==> src/sdag_regs.vh <==
// register map, field positions, reset values and timing counts of the debug gate
// assumes inclusion by the design, checker and bench files of the debug authentication gate
`ifndef SDAG_REGS_VH
`define SDAG_REGS_VH
// axi4-lite byte addresses
`define SDAG_ADDR_KEY0 12'h000
`define SDAG_ADDR_KEY1 12'h100
`define SDAG_ADDR_KEY2 12'h200
`define SDAG_ADDR_KEY3 12'h300
`define SDAG_ADDR_STATUS 12'h400
`define SDAG_ADDR_CTRL 12'h410
`define SDAG_ADDR_PWR 12'h420
`define SDAG_ADDR_DBGCTL 12'h430
// status fields
`define SDAG_ST_PASS 0
`define SDAG_ST_SLEEP 1
`define SDAG_ST_CLKSTOP 2
// control fields
`define SDAG_CT_HALT 0
`define SDAG_CT_WAKE 8
// power-state register fields: [1:0] power control, [3:2] supply, [6:4] low power, [7] transit
`define SDAG_PC_BOOST 2'h0
`define SDAG_PC_NORMAL 2'h1
`define SDAG_PC_BACKBIAS 2'h2
`define SDAG_SUP_FULL 2'h0
`define SDAG_LP_RUN 3'h0
`define SDAG_LP_SLEEP 3'h1
// debug control register fields
`define SDAG_DC_ENABLE 0
`define SDAG_DC_DEBUG 1
// reset values
`define SDAG_KEY_RST 32'hFFFFFFFF
`define SDAG_STATUS_RST 32'h00000000
// post-reset settle wait before comparison
`define SDAG_WAIT_NS 1000
`define SDAG_CLK_NS 20
`define SDAG_WAIT_CYC ((`SDAG_WAIT_NS + `SDAG_CLK_NS - 1) / `SDAG_CLK_NS)
// mass erase pattern
`define SDAG_ERASE_KEY 128'h414C6552415345FFFFFFFFFFFFFFFFFF
`endif

==> src/sdag_top.v <==
// debug authentication gate: key registers, comparison, wake and halt control
// assumes an axi4-lite master on the debug private space, synchronous inputs
//
// Implementation choices: the AXI4-Lite register port and the placing of the registers.
`timescale 1ns/100ps
`include "sdag_regs.vh"
module sdag_top #(
  parameter WAIT_CYC = `SDAG_WAIT_CYC
) (
  input wire mclk,
  input wire reset,
  input wire ce,
  input wire [11:0] s_axi_awaddr,
  input wire s_axi_awvalid,
  output reg s_axi_awready,
  input wire [31:0] s_axi_wdata,
  input wire [3:0] s_axi_wstrb,
  input wire s_axi_wvalid,
  output reg s_axi_wready,
  output reg [1:0] s_axi_bresp,
  output reg s_axi_bvalid,
  input wire s_axi_bready,
  input wire [11:0] s_axi_araddr,
  input wire s_axi_arvalid,
  output reg s_axi_arready,
  output reg [31:0] s_axi_rdata,
  output reg [1:0] s_axi_rresp,
  output reg s_axi_rvalid,
  input wire s_axi_rready,
  input wire [127:0] stored_unlock_code,
  input wire chip_reset_req,
  input wire cpu_sleeping,
  input wire cpu_halted,
  input wire erase_done,
  input wire [1:0] pc_mode,
  input wire [1:0] supply,
  input wire [2:0] lp_mode,
  input wire in_transit,
  input wire [1:0] pc_req,
  input wire pc_req_valid,
  input wire sysreset_req_wr,
  output reg debug_grant_ff,
  output reg mem_port_status_ff,
  output reg external_halt_request_ff,
  output reg debug_wake_request_ff,
  output reg wake_no_exec_ff,
  output reg erase_start_ff,
  output reg sysreset_req_ok_ff,
  output reg pc_apply_ff,
  output reg [1:0] pc_apply_mode_ff,
  output reg backbias_emul_ff,
  output reg in_debug_ff
);
  localparam ST_IDLE = 2'h0;
  localparam ST_WAIT = 2'h1;
  localparam ST_READY = 2'h2;
  localparam CW = 16;

  reg [31:0] key_ff [0:3];
  reg [1:0] next_word_ff;
  reg keys_dirty_ff;
  reg [127:0] code_ff;
  reg [1:0] state_ff;
  reg [1:0] nxt_state;
  reg [CW-1:0] wait_ff;
  reg cmp_start_ff;
  reg debugger_enable_ff;
  reg aw_held_ff;
  reg w_held_ff;
  reg [11:0] awaddr_ff;
  reg [31:0] wdata_ff;
  reg clkstop_ff;
  wire cmp_done;
  wire cmp_pass;
  wire cmp_erase;
  wire entry_ok;
  wire bus_ok;
  wire pc_change_ok;
  wire wr_fire;
  wire [11:0] wa;
  wire [31:0] wd;
  wire full_word;

  // which key word an address selects, shared by write and read decode
  function [2:0] key_sel;
    input [11:0] a;
    begin
      if (a == `SDAG_ADDR_KEY0) key_sel = 3'h4;
      else if (a == `SDAG_ADDR_KEY1) key_sel = 3'h5;
      else if (a == `SDAG_ADDR_KEY2) key_sel = 3'h6;
      else if (a == `SDAG_ADDR_KEY3) key_sel = 3'h7;
      else key_sel = 3'h0;
    end
  endfunction

  sdag_key_cmp u_cmp (
    .mclk(mclk),
    .reset(reset),
    .ce(ce),
    .start(cmp_start_ff),
    .key({key_ff[0], key_ff[1], key_ff[2], key_ff[3]}),
    .code(code_ff),
    .done_ff(cmp_done),
    .pass_ff(cmp_pass),
    .erase_ff(cmp_erase)
  );

  sdag_pwr_gate u_pwr (
    .pc_mode(pc_mode),
    .supply(supply),
    .lp_mode(lp_mode),
    .in_transit(in_transit),
    .in_debug(in_debug_ff),
    .pc_req(pc_req),
    .entry_ok(entry_ok),
    .bus_ok(bus_ok),
    .pc_change_ok(pc_change_ok)
  );

  // a write fires once both address and data are held or arriving
  assign wa = aw_held_ff ? awaddr_ff : s_axi_awaddr;
  assign wd = w_held_ff ? wdata_ff : s_axi_wdata;
  assign wr_fire = (aw_held_ff || s_axi_awvalid) && (w_held_ff || s_axi_wvalid) && !s_axi_bvalid;
  assign full_word = w_held_ff || (s_axi_wstrb == 4'hF);

  // write channel handshake, address and data taken in either order
  always @(posedge mclk) begin
    if (reset) begin
      s_axi_awready <= 1'b0;
      s_axi_wready <= 1'b0;
      s_axi_bvalid <= 1'b0;
      s_axi_bresp <= 2'h0;
      aw_held_ff <= 1'b0;
      w_held_ff <= 1'b0;
      awaddr_ff <= 12'h000;
      wdata_ff <= 32'h00000000;
    end else if (ce) begin
      s_axi_awready <= 1'b0;
      s_axi_wready <= 1'b0;
      if (s_axi_bvalid && s_axi_bready)
        s_axi_bvalid <= 1'b0;
      if (wr_fire) begin
        s_axi_awready <= !aw_held_ff;
        s_axi_wready <= !w_held_ff;
        aw_held_ff <= 1'b0;
        w_held_ff <= 1'b0;
        s_axi_bvalid <= 1'b1;
        // unmapped addresses answer slverr
        s_axi_bresp <= (key_sel(wa) != 3'h0 || wa == `SDAG_ADDR_CTRL ||
          wa == `SDAG_ADDR_DBGCTL) ? 2'h0 : 2'h2;
      end else begin
        if (s_axi_awvalid && !aw_held_ff && !s_axi_awready) begin
          aw_held_ff <= 1'b1;
          awaddr_ff <= s_axi_awaddr;
          s_axi_awready <= 1'b1;
        end
        if (s_axi_wvalid && !w_held_ff && !s_axi_wready) begin
          w_held_ff <= 1'b1;
          wdata_ff <= s_axi_wdata;
          s_axi_wready <= 1'b1;
        end
      end
    end
  end

  // key words; out-of-order writes are ignored, fourth word triggers compare
  always @(posedge mclk) begin
    if (reset) begin
      key_ff[0] <= `SDAG_KEY_RST;
      key_ff[1] <= `SDAG_KEY_RST;
      key_ff[2] <= `SDAG_KEY_RST;
      key_ff[3] <= `SDAG_KEY_RST;
      next_word_ff <= 2'h0;
      keys_dirty_ff <= 1'b0;
    end else if (ce && wr_fire && key_sel(wa) != 3'h0 && full_word) begin
      if (key_sel(wa) == {1'b1, next_word_ff}) begin
        key_ff[next_word_ff] <= wd;
        next_word_ff <= next_word_ff + 2'h1;
        keys_dirty_ff <= 1'b1;
      end
    end
  end

  // stored code is captured only across a chip reset
  always @(posedge mclk) begin
    if (reset)
      code_ff <= 128'h0;
    else if (ce && state_ff == ST_IDLE)
      code_ff <= stored_unlock_code;
  end

  // sequencer: settle wait after reset release, then compare on demand
  always @* begin
    nxt_state = state_ff;
    case (state_ff)
      ST_IDLE: nxt_state = ST_WAIT;
      ST_WAIT: if (wait_ff == WAIT_CYC[CW-1:0]) nxt_state = ST_READY;
      default: nxt_state = ST_READY;
    endcase
  end

  always @(posedge mclk) begin
    if (reset) begin
      state_ff <= ST_IDLE;
      wait_ff <= {CW{1'b0}};
      cmp_start_ff <= 1'b0;
    end else if (ce) begin
      state_ff <= nxt_state;
      cmp_start_ff <= 1'b0;
      if (state_ff == ST_WAIT)
        wait_ff <= wait_ff + {{(CW-1){1'b0}}, 1'b1};
      // first compare after the wait covers an all-ones code with reset keys
      if (state_ff == ST_WAIT && nxt_state == ST_READY)
        cmp_start_ff <= 1'b1;
      else if (state_ff == ST_READY && wr_fire && key_sel(wa) == 3'h7 &&
          next_word_ff == 2'h3 && full_word)
        cmp_start_ff <= 1'b1;
    end
  end

  // result, grant and port status; held failed until a compare completes
  always @(posedge mclk) begin
    if (reset) begin
      debug_grant_ff <= 1'b0;
      mem_port_status_ff <= 1'b0;
      erase_start_ff <= 1'b0;
      in_debug_ff <= 1'b0;
      debugger_enable_ff <= 1'b0;
    end else if (ce) begin
      erase_start_ff <= 1'b0;
      if (cmp_done) begin
        debug_grant_ff <= cmp_pass;
        mem_port_status_ff <= cmp_pass && (bus_ok || !in_debug_ff);
        erase_start_ff <= cmp_erase;
      end else
        mem_port_status_ff <= debug_grant_ff && (bus_ok || !in_debug_ff);
      if (debug_grant_ff && !in_debug_ff && entry_ok)
        in_debug_ff <= 1'b1;
      if (wr_fire && wa == `SDAG_ADDR_DBGCTL && full_word)
        debugger_enable_ff <= wd[`SDAG_DC_ENABLE];
    end
  end

  // halt and wake requests; hardware clear on halt only when no write sets it
  always @(posedge mclk) begin
    if (reset) begin
      external_halt_request_ff <= 1'b0;
      debug_wake_request_ff <= 1'b0;
      wake_no_exec_ff <= 1'b0;
      sysreset_req_ok_ff <= 1'b1;
      clkstop_ff <= 1'b0;
    end else if (ce) begin
      if (wr_fire && wa == `SDAG_ADDR_CTRL && full_word) begin
        external_halt_request_ff <= wd[`SDAG_CT_HALT];
        debug_wake_request_ff <= wd[`SDAG_CT_WAKE];
        wake_no_exec_ff <= wd[`SDAG_CT_HALT] && wd[`SDAG_CT_WAKE];
      end else if (cpu_halted)
        external_halt_request_ff <= 1'b0;
      if (keys_dirty_ff)
        sysreset_req_ok_ff <= 1'b0;
      // a completion in the same cycle as a new erase start must not be lost
      if (erase_done)
        clkstop_ff <= 1'b1;
      else if (erase_start_ff)
        clkstop_ff <= 1'b0;
    end
  end

  // power control requests filtered by debug state
  always @(posedge mclk) begin
    if (reset) begin
      pc_apply_ff <= 1'b0;
      pc_apply_mode_ff <= `SDAG_PC_NORMAL;
      backbias_emul_ff <= 1'b0;
    end else if (ce) begin
      pc_apply_ff <= 1'b0;
      if (pc_req_valid && pc_change_ok) begin
        // in debug, back-bias is only flagged: the real power mode is left unchanged
        if (in_debug_ff && (pc_req == `SDAG_PC_BACKBIAS || pc_mode == `SDAG_PC_BACKBIAS)) begin
          backbias_emul_ff <= (pc_req == `SDAG_PC_BACKBIAS);
        end else begin
          pc_apply_ff <= 1'b1;
          pc_apply_mode_ff <= pc_req;
        end
      end
    end
  end

  // read channel; one read in flight, unmapped reads give slverr
  always @(posedge mclk) begin
    if (reset) begin
      s_axi_arready <= 1'b0;
      s_axi_rvalid <= 1'b0;
      s_axi_rdata <= 32'h00000000;
      s_axi_rresp <= 2'h0;
    end else if (ce) begin
      s_axi_arready <= 1'b0;
      if (s_axi_rvalid && s_axi_rready)
        s_axi_rvalid <= 1'b0;
      else if (s_axi_arvalid && !s_axi_rvalid && !s_axi_arready) begin
        s_axi_arready <= 1'b1;
        s_axi_rvalid <= 1'b1;
        s_axi_rresp <= 2'h0;
        s_axi_rdata <= 32'h00000000;
        if (s_axi_araddr == `SDAG_ADDR_STATUS)
          s_axi_rdata <= {29'h0, clkstop_ff, cpu_sleeping, debug_grant_ff};
        else if (s_axi_araddr == `SDAG_ADDR_CTRL)
          s_axi_rdata <= {23'h0, debug_wake_request_ff, 7'h0, external_halt_request_ff};
        else if (s_axi_araddr == `SDAG_ADDR_PWR)
          s_axi_rdata <= {24'h0, in_transit, lp_mode, supply, pc_mode};
        else if (s_axi_araddr == `SDAG_ADDR_DBGCTL)
          s_axi_rdata <= {30'h0, in_debug_ff, debugger_enable_ff};
        else if (key_sel(s_axi_araddr) != 3'h0)
          s_axi_rdata <= 32'h00000000; // key words are write-only
        else
          s_axi_rresp <= 2'h2;
      end
    end
  end
endmodule // sdag_top

==> src/sdag_key_cmp.v <==
// 128-bit key comparator with stored-code classification
// assumes key and code are stable while start is pulsed
`timescale 1ns/100ps
`include "sdag_regs.vh"
module sdag_key_cmp (
  input wire mclk,
  input wire reset,
  input wire ce,
  input wire start,
  input wire [127:0] key,
  input wire [127:0] code,
  output reg done_ff,
  output reg pass_ff,
  output reg erase_ff
);
  // bit 127 clear locks out for good; all ones needs no key
  always @(posedge mclk) begin
    if (reset) begin
      done_ff <= 1'b0;
      pass_ff <= 1'b0;
      erase_ff <= 1'b0;
    end else if (ce) begin
      done_ff <= start;
      if (start) begin
        if (!code[127])
          pass_ff <= 1'b0;
        else if (&code)
          pass_ff <= 1'b1;
        else
          pass_ff <= (key == code);
        erase_ff <= (key == `SDAG_ERASE_KEY);
      end
    end
  end
endmodule // sdag_key_cmp

==> src/sdag_pwr_gate.v <==
// power-state qualifier for debug entry, bus access and mode changes
// assumes power state fields are synchronous to mclk
`timescale 1ns/100ps
`include "sdag_regs.vh"
module sdag_pwr_gate (
  input wire [1:0] pc_mode,
  input wire [1:0] supply,
  input wire [2:0] lp_mode,
  input wire in_transit,
  input wire in_debug,
  input wire [1:0] pc_req,
  output wire entry_ok,
  output wire bus_ok,
  output wire pc_change_ok
);
  wire run_or_sleep;
  assign run_or_sleep = (lp_mode == `SDAG_LP_RUN) || (lp_mode == `SDAG_LP_SLEEP);
  // entry only from boost, or normal with full supply
  assign entry_ok = !in_transit && run_or_sleep && ((pc_mode == `SDAG_PC_BOOST) ||
    ((pc_mode == `SDAG_PC_NORMAL) && (supply == `SDAG_SUP_FULL)));
  assign bus_ok = !in_transit && run_or_sleep;
  // boost/normal swaps frozen in debug; normal<->back-bias allowed
  assign pc_change_ok = !in_debug ||
    !((pc_mode == `SDAG_PC_BOOST) && (pc_req == `SDAG_PC_NORMAL)) &&
    !((pc_mode == `SDAG_PC_NORMAL) && (pc_req == `SDAG_PC_BOOST));
endmodule // sdag_pwr_gate

==> config.mk <==
export PLATFORM = sky130hd
export DESIGN_NAME = sdag_top
export DESIGN_NICKNAME = d
export VERILOG_FILES = /design/src/sdag_top.v /design/src/sdag_key_cmp.v /design/src/sdag_pwr_gate.v
export VERILOG_INCLUDE_DIRS = /design/src
export SDC_FILE = /design/constraint.sdc
export NUM_CORES = 1
export LEC_CHECK = 0
export BUFFER_PORTS_ARGS = -buffer_cell sky130_fd_sc_hd__buf_2
export CORE_ASPECT_RATIO = 0.75
export CORE_MARGIN = 2
export CORE_UTILIZATION = 48
export CTS_CLUSTER_SIZE = 30
export DETAILED_ROUTE_END_ITERATION = 16
export PLACE_DENSITY = 0.7
export SYNTH_ARGS = -nofsm -noshare
export SYNTH_HDL_FRONTEND = slang
export SYNTH_HIERARCHICAL = 1
export SYNTH_SLANG_ARGS = --single-unit
==> constraint.sdc <==
create_clock -name mclk -period 3.9 [get_ports mclk]
set_input_delay 0.195 -clock mclk [delete_from_list [all_inputs] [get_ports mclk]]
set_output_delay 0.195 -clock mclk [all_outputs]
set_load 0.005 [all_outputs]
Word-level counts from Yosys, hierarchy flattened
Memories as Yosys holds them, arrays and structs flattened. Cells that the tools add are included.

Register bits: 254. RAM bits: 128. Output and inout bits: 53. Logic and storage cells: 236. Memories: 1.

$add $sub $neg: 2. Equal/unequal tests: 27. Multiplexer cells: 74. Bitwise operators: 3. Reduce and logical (&&, ||, !) cells: 95.

Memories: key_ff (depth 4, bits a word 32, rd ports 4, clocked after Yosys merged registers in 0, wr ports 4, RTL line sdag_top.v:59) `reg [31:0] key_ff [0:3];`.

Operator list (count): $eq 128x127->1 const B (1); $eq 128x128->1 (1); $reduce_and 128->1 (1); $mux 3 (25); $eq 12x11->1 const B (6); $mux 32 (2); $eq 12x10->1 const B (4); $logic_and 1x1->1 (36); $mux 1 (33); $reduce_or 32->1 (1); $reduce_and 2->1 (15); $eq 12x9->1 const B (2); $logic_not 12->1 (2); $mux 2 (9); $mux 9 (2); $add 16x1->16 const B (1); $eq 16x6->1 const B (1); $reduce_and 3->1 (5); $mux 12 (1); $reduce_bool 2->1 (6); $logic_not 1->1 (11); $eq 2x2->1 const B (5); $logic_or 1x1->1 (10); $reduce_bool 3->1 (3); other kinds (11) (18).

Longest topological paths before layout
Word-level depth: 19. Depth in mapped cells: 8.

Cells and area by module
The synthesis kept the hierarchy.

By module, submodules not included: sdag_top (instances 1, cells each 1377, area an instance 13499.2 µm²); sdag_key_cmp (instances 1, cells each 272, area an instance 2093.3 µm²); sdag_pwr_gate (instances 1, cells each 6, area an instance 47.5 µm²).

Worst setup path after synthesis
OpenSTA, ideal clock, no wires.

Path type: reg2reg. From: reg aw_held_ff. To: mem key_ff[3][0], enable pin. Arrival: 2.152 ns. Setup slack: 1.358 ns. Cell stages (with the launch flop): 5. Path through: dfxtp_1 or4b_1 o22ai_1 and3_1 a41o_1.

RTL lines: start: declaration (RTL line sdag_top.v:68) `reg aw_held_ff;`; start signal: assignment (RTL line sdag_top.v:133) `aw_held_ff <= 1'b0;`; start signal: assignment (RTL line sdag_top.v:145) `aw_held_ff <= 1'b0;`; start signal: assignment (RTL line sdag_top.v:153) `aw_held_ff <= 1'b1;`; end: declaration (RTL line sdag_top.v:59).

==> metrics.txt <==
outcome=finished, final reports clean; Clock H-tree levels=2; setup TNS=0 ns; Routed WL=55100 um; final worst clock skew=0.0140 ns; Clock Latency Late Sink=0.53 ns; clk buf depth=3; initial antenna violation count=1; Placer Congestion=0.965; vias in the first global route=13544; Synth cell types=63; setup slack after layout=0.747 ns; CP startpoint kind=register; PortBufs=237; clk root buf=clkbuf_16; setup bufs post-CTS=0; maximum clock rate=317 MHz; DR pass1 iterations=6; Fillers=2561; met1 wire length=23500 um; CP required=4.05 ns; LEAKAGE=7.00 nW; CTS sink count=357; Worst EP arrival=3.31 ns; Slowest cell on crit path=dfxtp_1; Die ar.=0.0341 mm2; R2R depth=5; reg2reg setup slack=0.75 ns; initial core utilization=48.5%; wire length per cell=22.0 um; simple-gate share of the synthesized area=22.4%; worst vdd ir=270 uV; ys flop type=dfxtp_1; crit path to=key_ff[0][10]; wire length on met3=5690 um; Mapped Avg Cell Area=9.45 um2; largest cells by area after synthesis=dfxtp_1, edfxtp_1, nand2_1, xnor2_1, a21oi_1; Synth Area in XOR/XNOR=7.84%; FF-to-FF Start=aw_held_ff; relative max-transition margin=22.5%; TritonCTS clock tree=built; total CTS buffers=36; Area Overhead vs Synth=28.2%; hpwl dp=38200 um; pre-CTS worst setup slack=0.850 ns; worst-path fanout max=32; antenna cells=0; core area=0.0322 mm2; number of synthesized flops with an enable pin=128; final setup violating endpoints=0; Synth area leader=dfxtp_1; Overall Global Routing Usage=31.7%; worst hold start=s_axi_araddr[7]; fin util=62.2%; mux share of post-synthesis cell area=3.64%; sequential area share after synthesis=53.9%; uppermost layer routed=met4; Synth Area in Adders=0.240%; largest net degree at the start of global routing=151; PD cells=421 mW/mm2; DR DRC count=0; num rows=57; Tcrit/Tclk final=80.9%; Critical Path Source=aw_held_ff; IO Pins=265; overall die width=212 um; Worst Hold Slack=0.0567 ns; ANT nets after route=0; global-route wire length before repair=80600 um; mapped cell area=0.0156 mm2; die height=160 um; vias per cell=5.65; max-slew violations=0; clock transition at the registers of the reported paths=0.06 ns; layout cell share with drive strength beyond 1=15.9%; critical path class=register to register; Worst Hold Class=input port to register; DR WL met2=24400 um; final net count=2252; crit-path cells=or4b_1 > o22ai_1 > nand3_2 > nor3b_4 > or2_2; ys async rst share=0%; CTS Hold Bufs=181; Synth warnings=6; maxcap violations=0; total gr overflow=0; RSZ-0062 raised after global routing=no; Worst R2R End=key_ff[0][10]; initial drt markers=1799; Tmin final=3.15 ns; Syn Inst Count=1655; Crit. End Element=register; CP max stage delay=0.69 ns; FF+latch count, synth=357; Vias=14147; post_cts resized=0; Synth top area share=29.3%; main combinational cell family by area after synthesis=simple AND/OR/NAND/NOR gates; Synth Area in Compound Gates=7.85%; Slew @ Worst Pin=1.13 ns; Hold Violations, Final=0
-- metal layers --
| layer | global-route usage (%) | up-vias |
|---|---|---|
| li1 | - | 6444 |
| met3 | 6.82 | 107 |
| met4 | 8.80 | 0 |
| met1 | 45.3 | 6836 |
| met5 | 0 | - |
| met2 | 48.5 | 760 |
-- worst min path at each step --
stage	cells after the start	to	slack [ns]
CTS	4	backbias_emul_ff	0.05
global route	5	s_axi_rresp[1]	0.09
floorplan	1	u_cmp/done_ff	0.26
detailed placement	2	s_axi_rdata[4]	0.42
finish	5	s_axi_rresp[1]	0.06
global placement	2	s_axi_rdata[4]	0.41
-- synthesized netlist by cell type, types with 8 or more instances --
cell type  number
a21oi_1       185
buf_2           8
buf_4          26
buf_6           9
clkbuf_1       63
dfxtp_1       229
edfxtp_1      128
inv_1          11
mux2i_1        49
nand2_1       482
nand3_1        15
nand4_1        86
nor2_1         45
nor3_1         15
nor4_1         31
o21ai_0        11
or3_1          10
xnor2_1       116
xor2_1         24
-- power by group --
group          switching (W)  total (W)  internal (W)  leakage [nW]
registers           0.000140    0.00410       0.00396          2.74
clock network        0.00145    0.00350       0.00205         0.573
logic               0.000468   0.000843      0.000374          3.69
-- kinds of logic after synthesis --
| family | after synthesis |
|---|---|
| compound gates | 227 |
| xor+xnor | 140 |
| fa+ha+maj | 3 |
| buf+inv | 123 |
| flops | 357 |
| mux | 55 |
| other cells | 1 |
| simple gates | 749 |
-- area by class of cell --
cell class              instances  area (um2)  area share (%)
flip-flops and latches        357        8430            42.0
multi-input cells            1199        6700            33.4
repair buffers                432        3150            15.7
clock buffers                  52        1070            5.36
well taps                     442         553            2.76
clock inverters                11         106           0.531
inverters                      11        41.3           0.206
-- metrics by stage --
step,area (um2),power (W),instances
floorplan,15700,0.00453,1679
global placement,17100,0.00483,2260
detailed placement,17100,0.00485,2260
CTS,20000,0.00842,2504
global route,20000,0.00867,2504
finish,20000,0.00844,2504
-- registers in the layout (all words and copies together), names as in the netlist, 2 cells and up --
signal,cells
awaddr_ff,12
code_ff,128
key_ff,128
next_word_ff,2
pc_apply_mode_ff,2
s_axi_rdata,9
state_ff,2
wait_ff,16
wdata_ff,32
-- placed cells by master (no fill, tap or decap), drive strengths merged, types with 3 or more instances in the layout --
cell type	n
o21ai	11
or3	10
clkbuf	52
dfxtp	229
nand2b	6
clkinv	7
a211oi	4
or2	4
nand4b	3
a22o	5
dlygate4sd3	181
and3	6
nor4b	10
a22oi	3
nand4	86
nor4	33
nand3	16
nand2	483
xor2	24
inv	11
buf	251
nor4bb	7
nor2b	7
mux2i	49
a21oi	186
mux2	5
nor2	45
a31oi	3
nor3b	5
xnor2	116
conb	25
ha	3
nor3	17
edfxtp	128
-- worst max-delay path: cells and delay by family (launching register included) --
kind             cells  cell delay [ns]
flip-flops           1             0.69
AND/OR/NAND/NOR      4             1.73
AO/OA/AOI/OAI        1             0.33
Power figures use the tool's default switching activity.
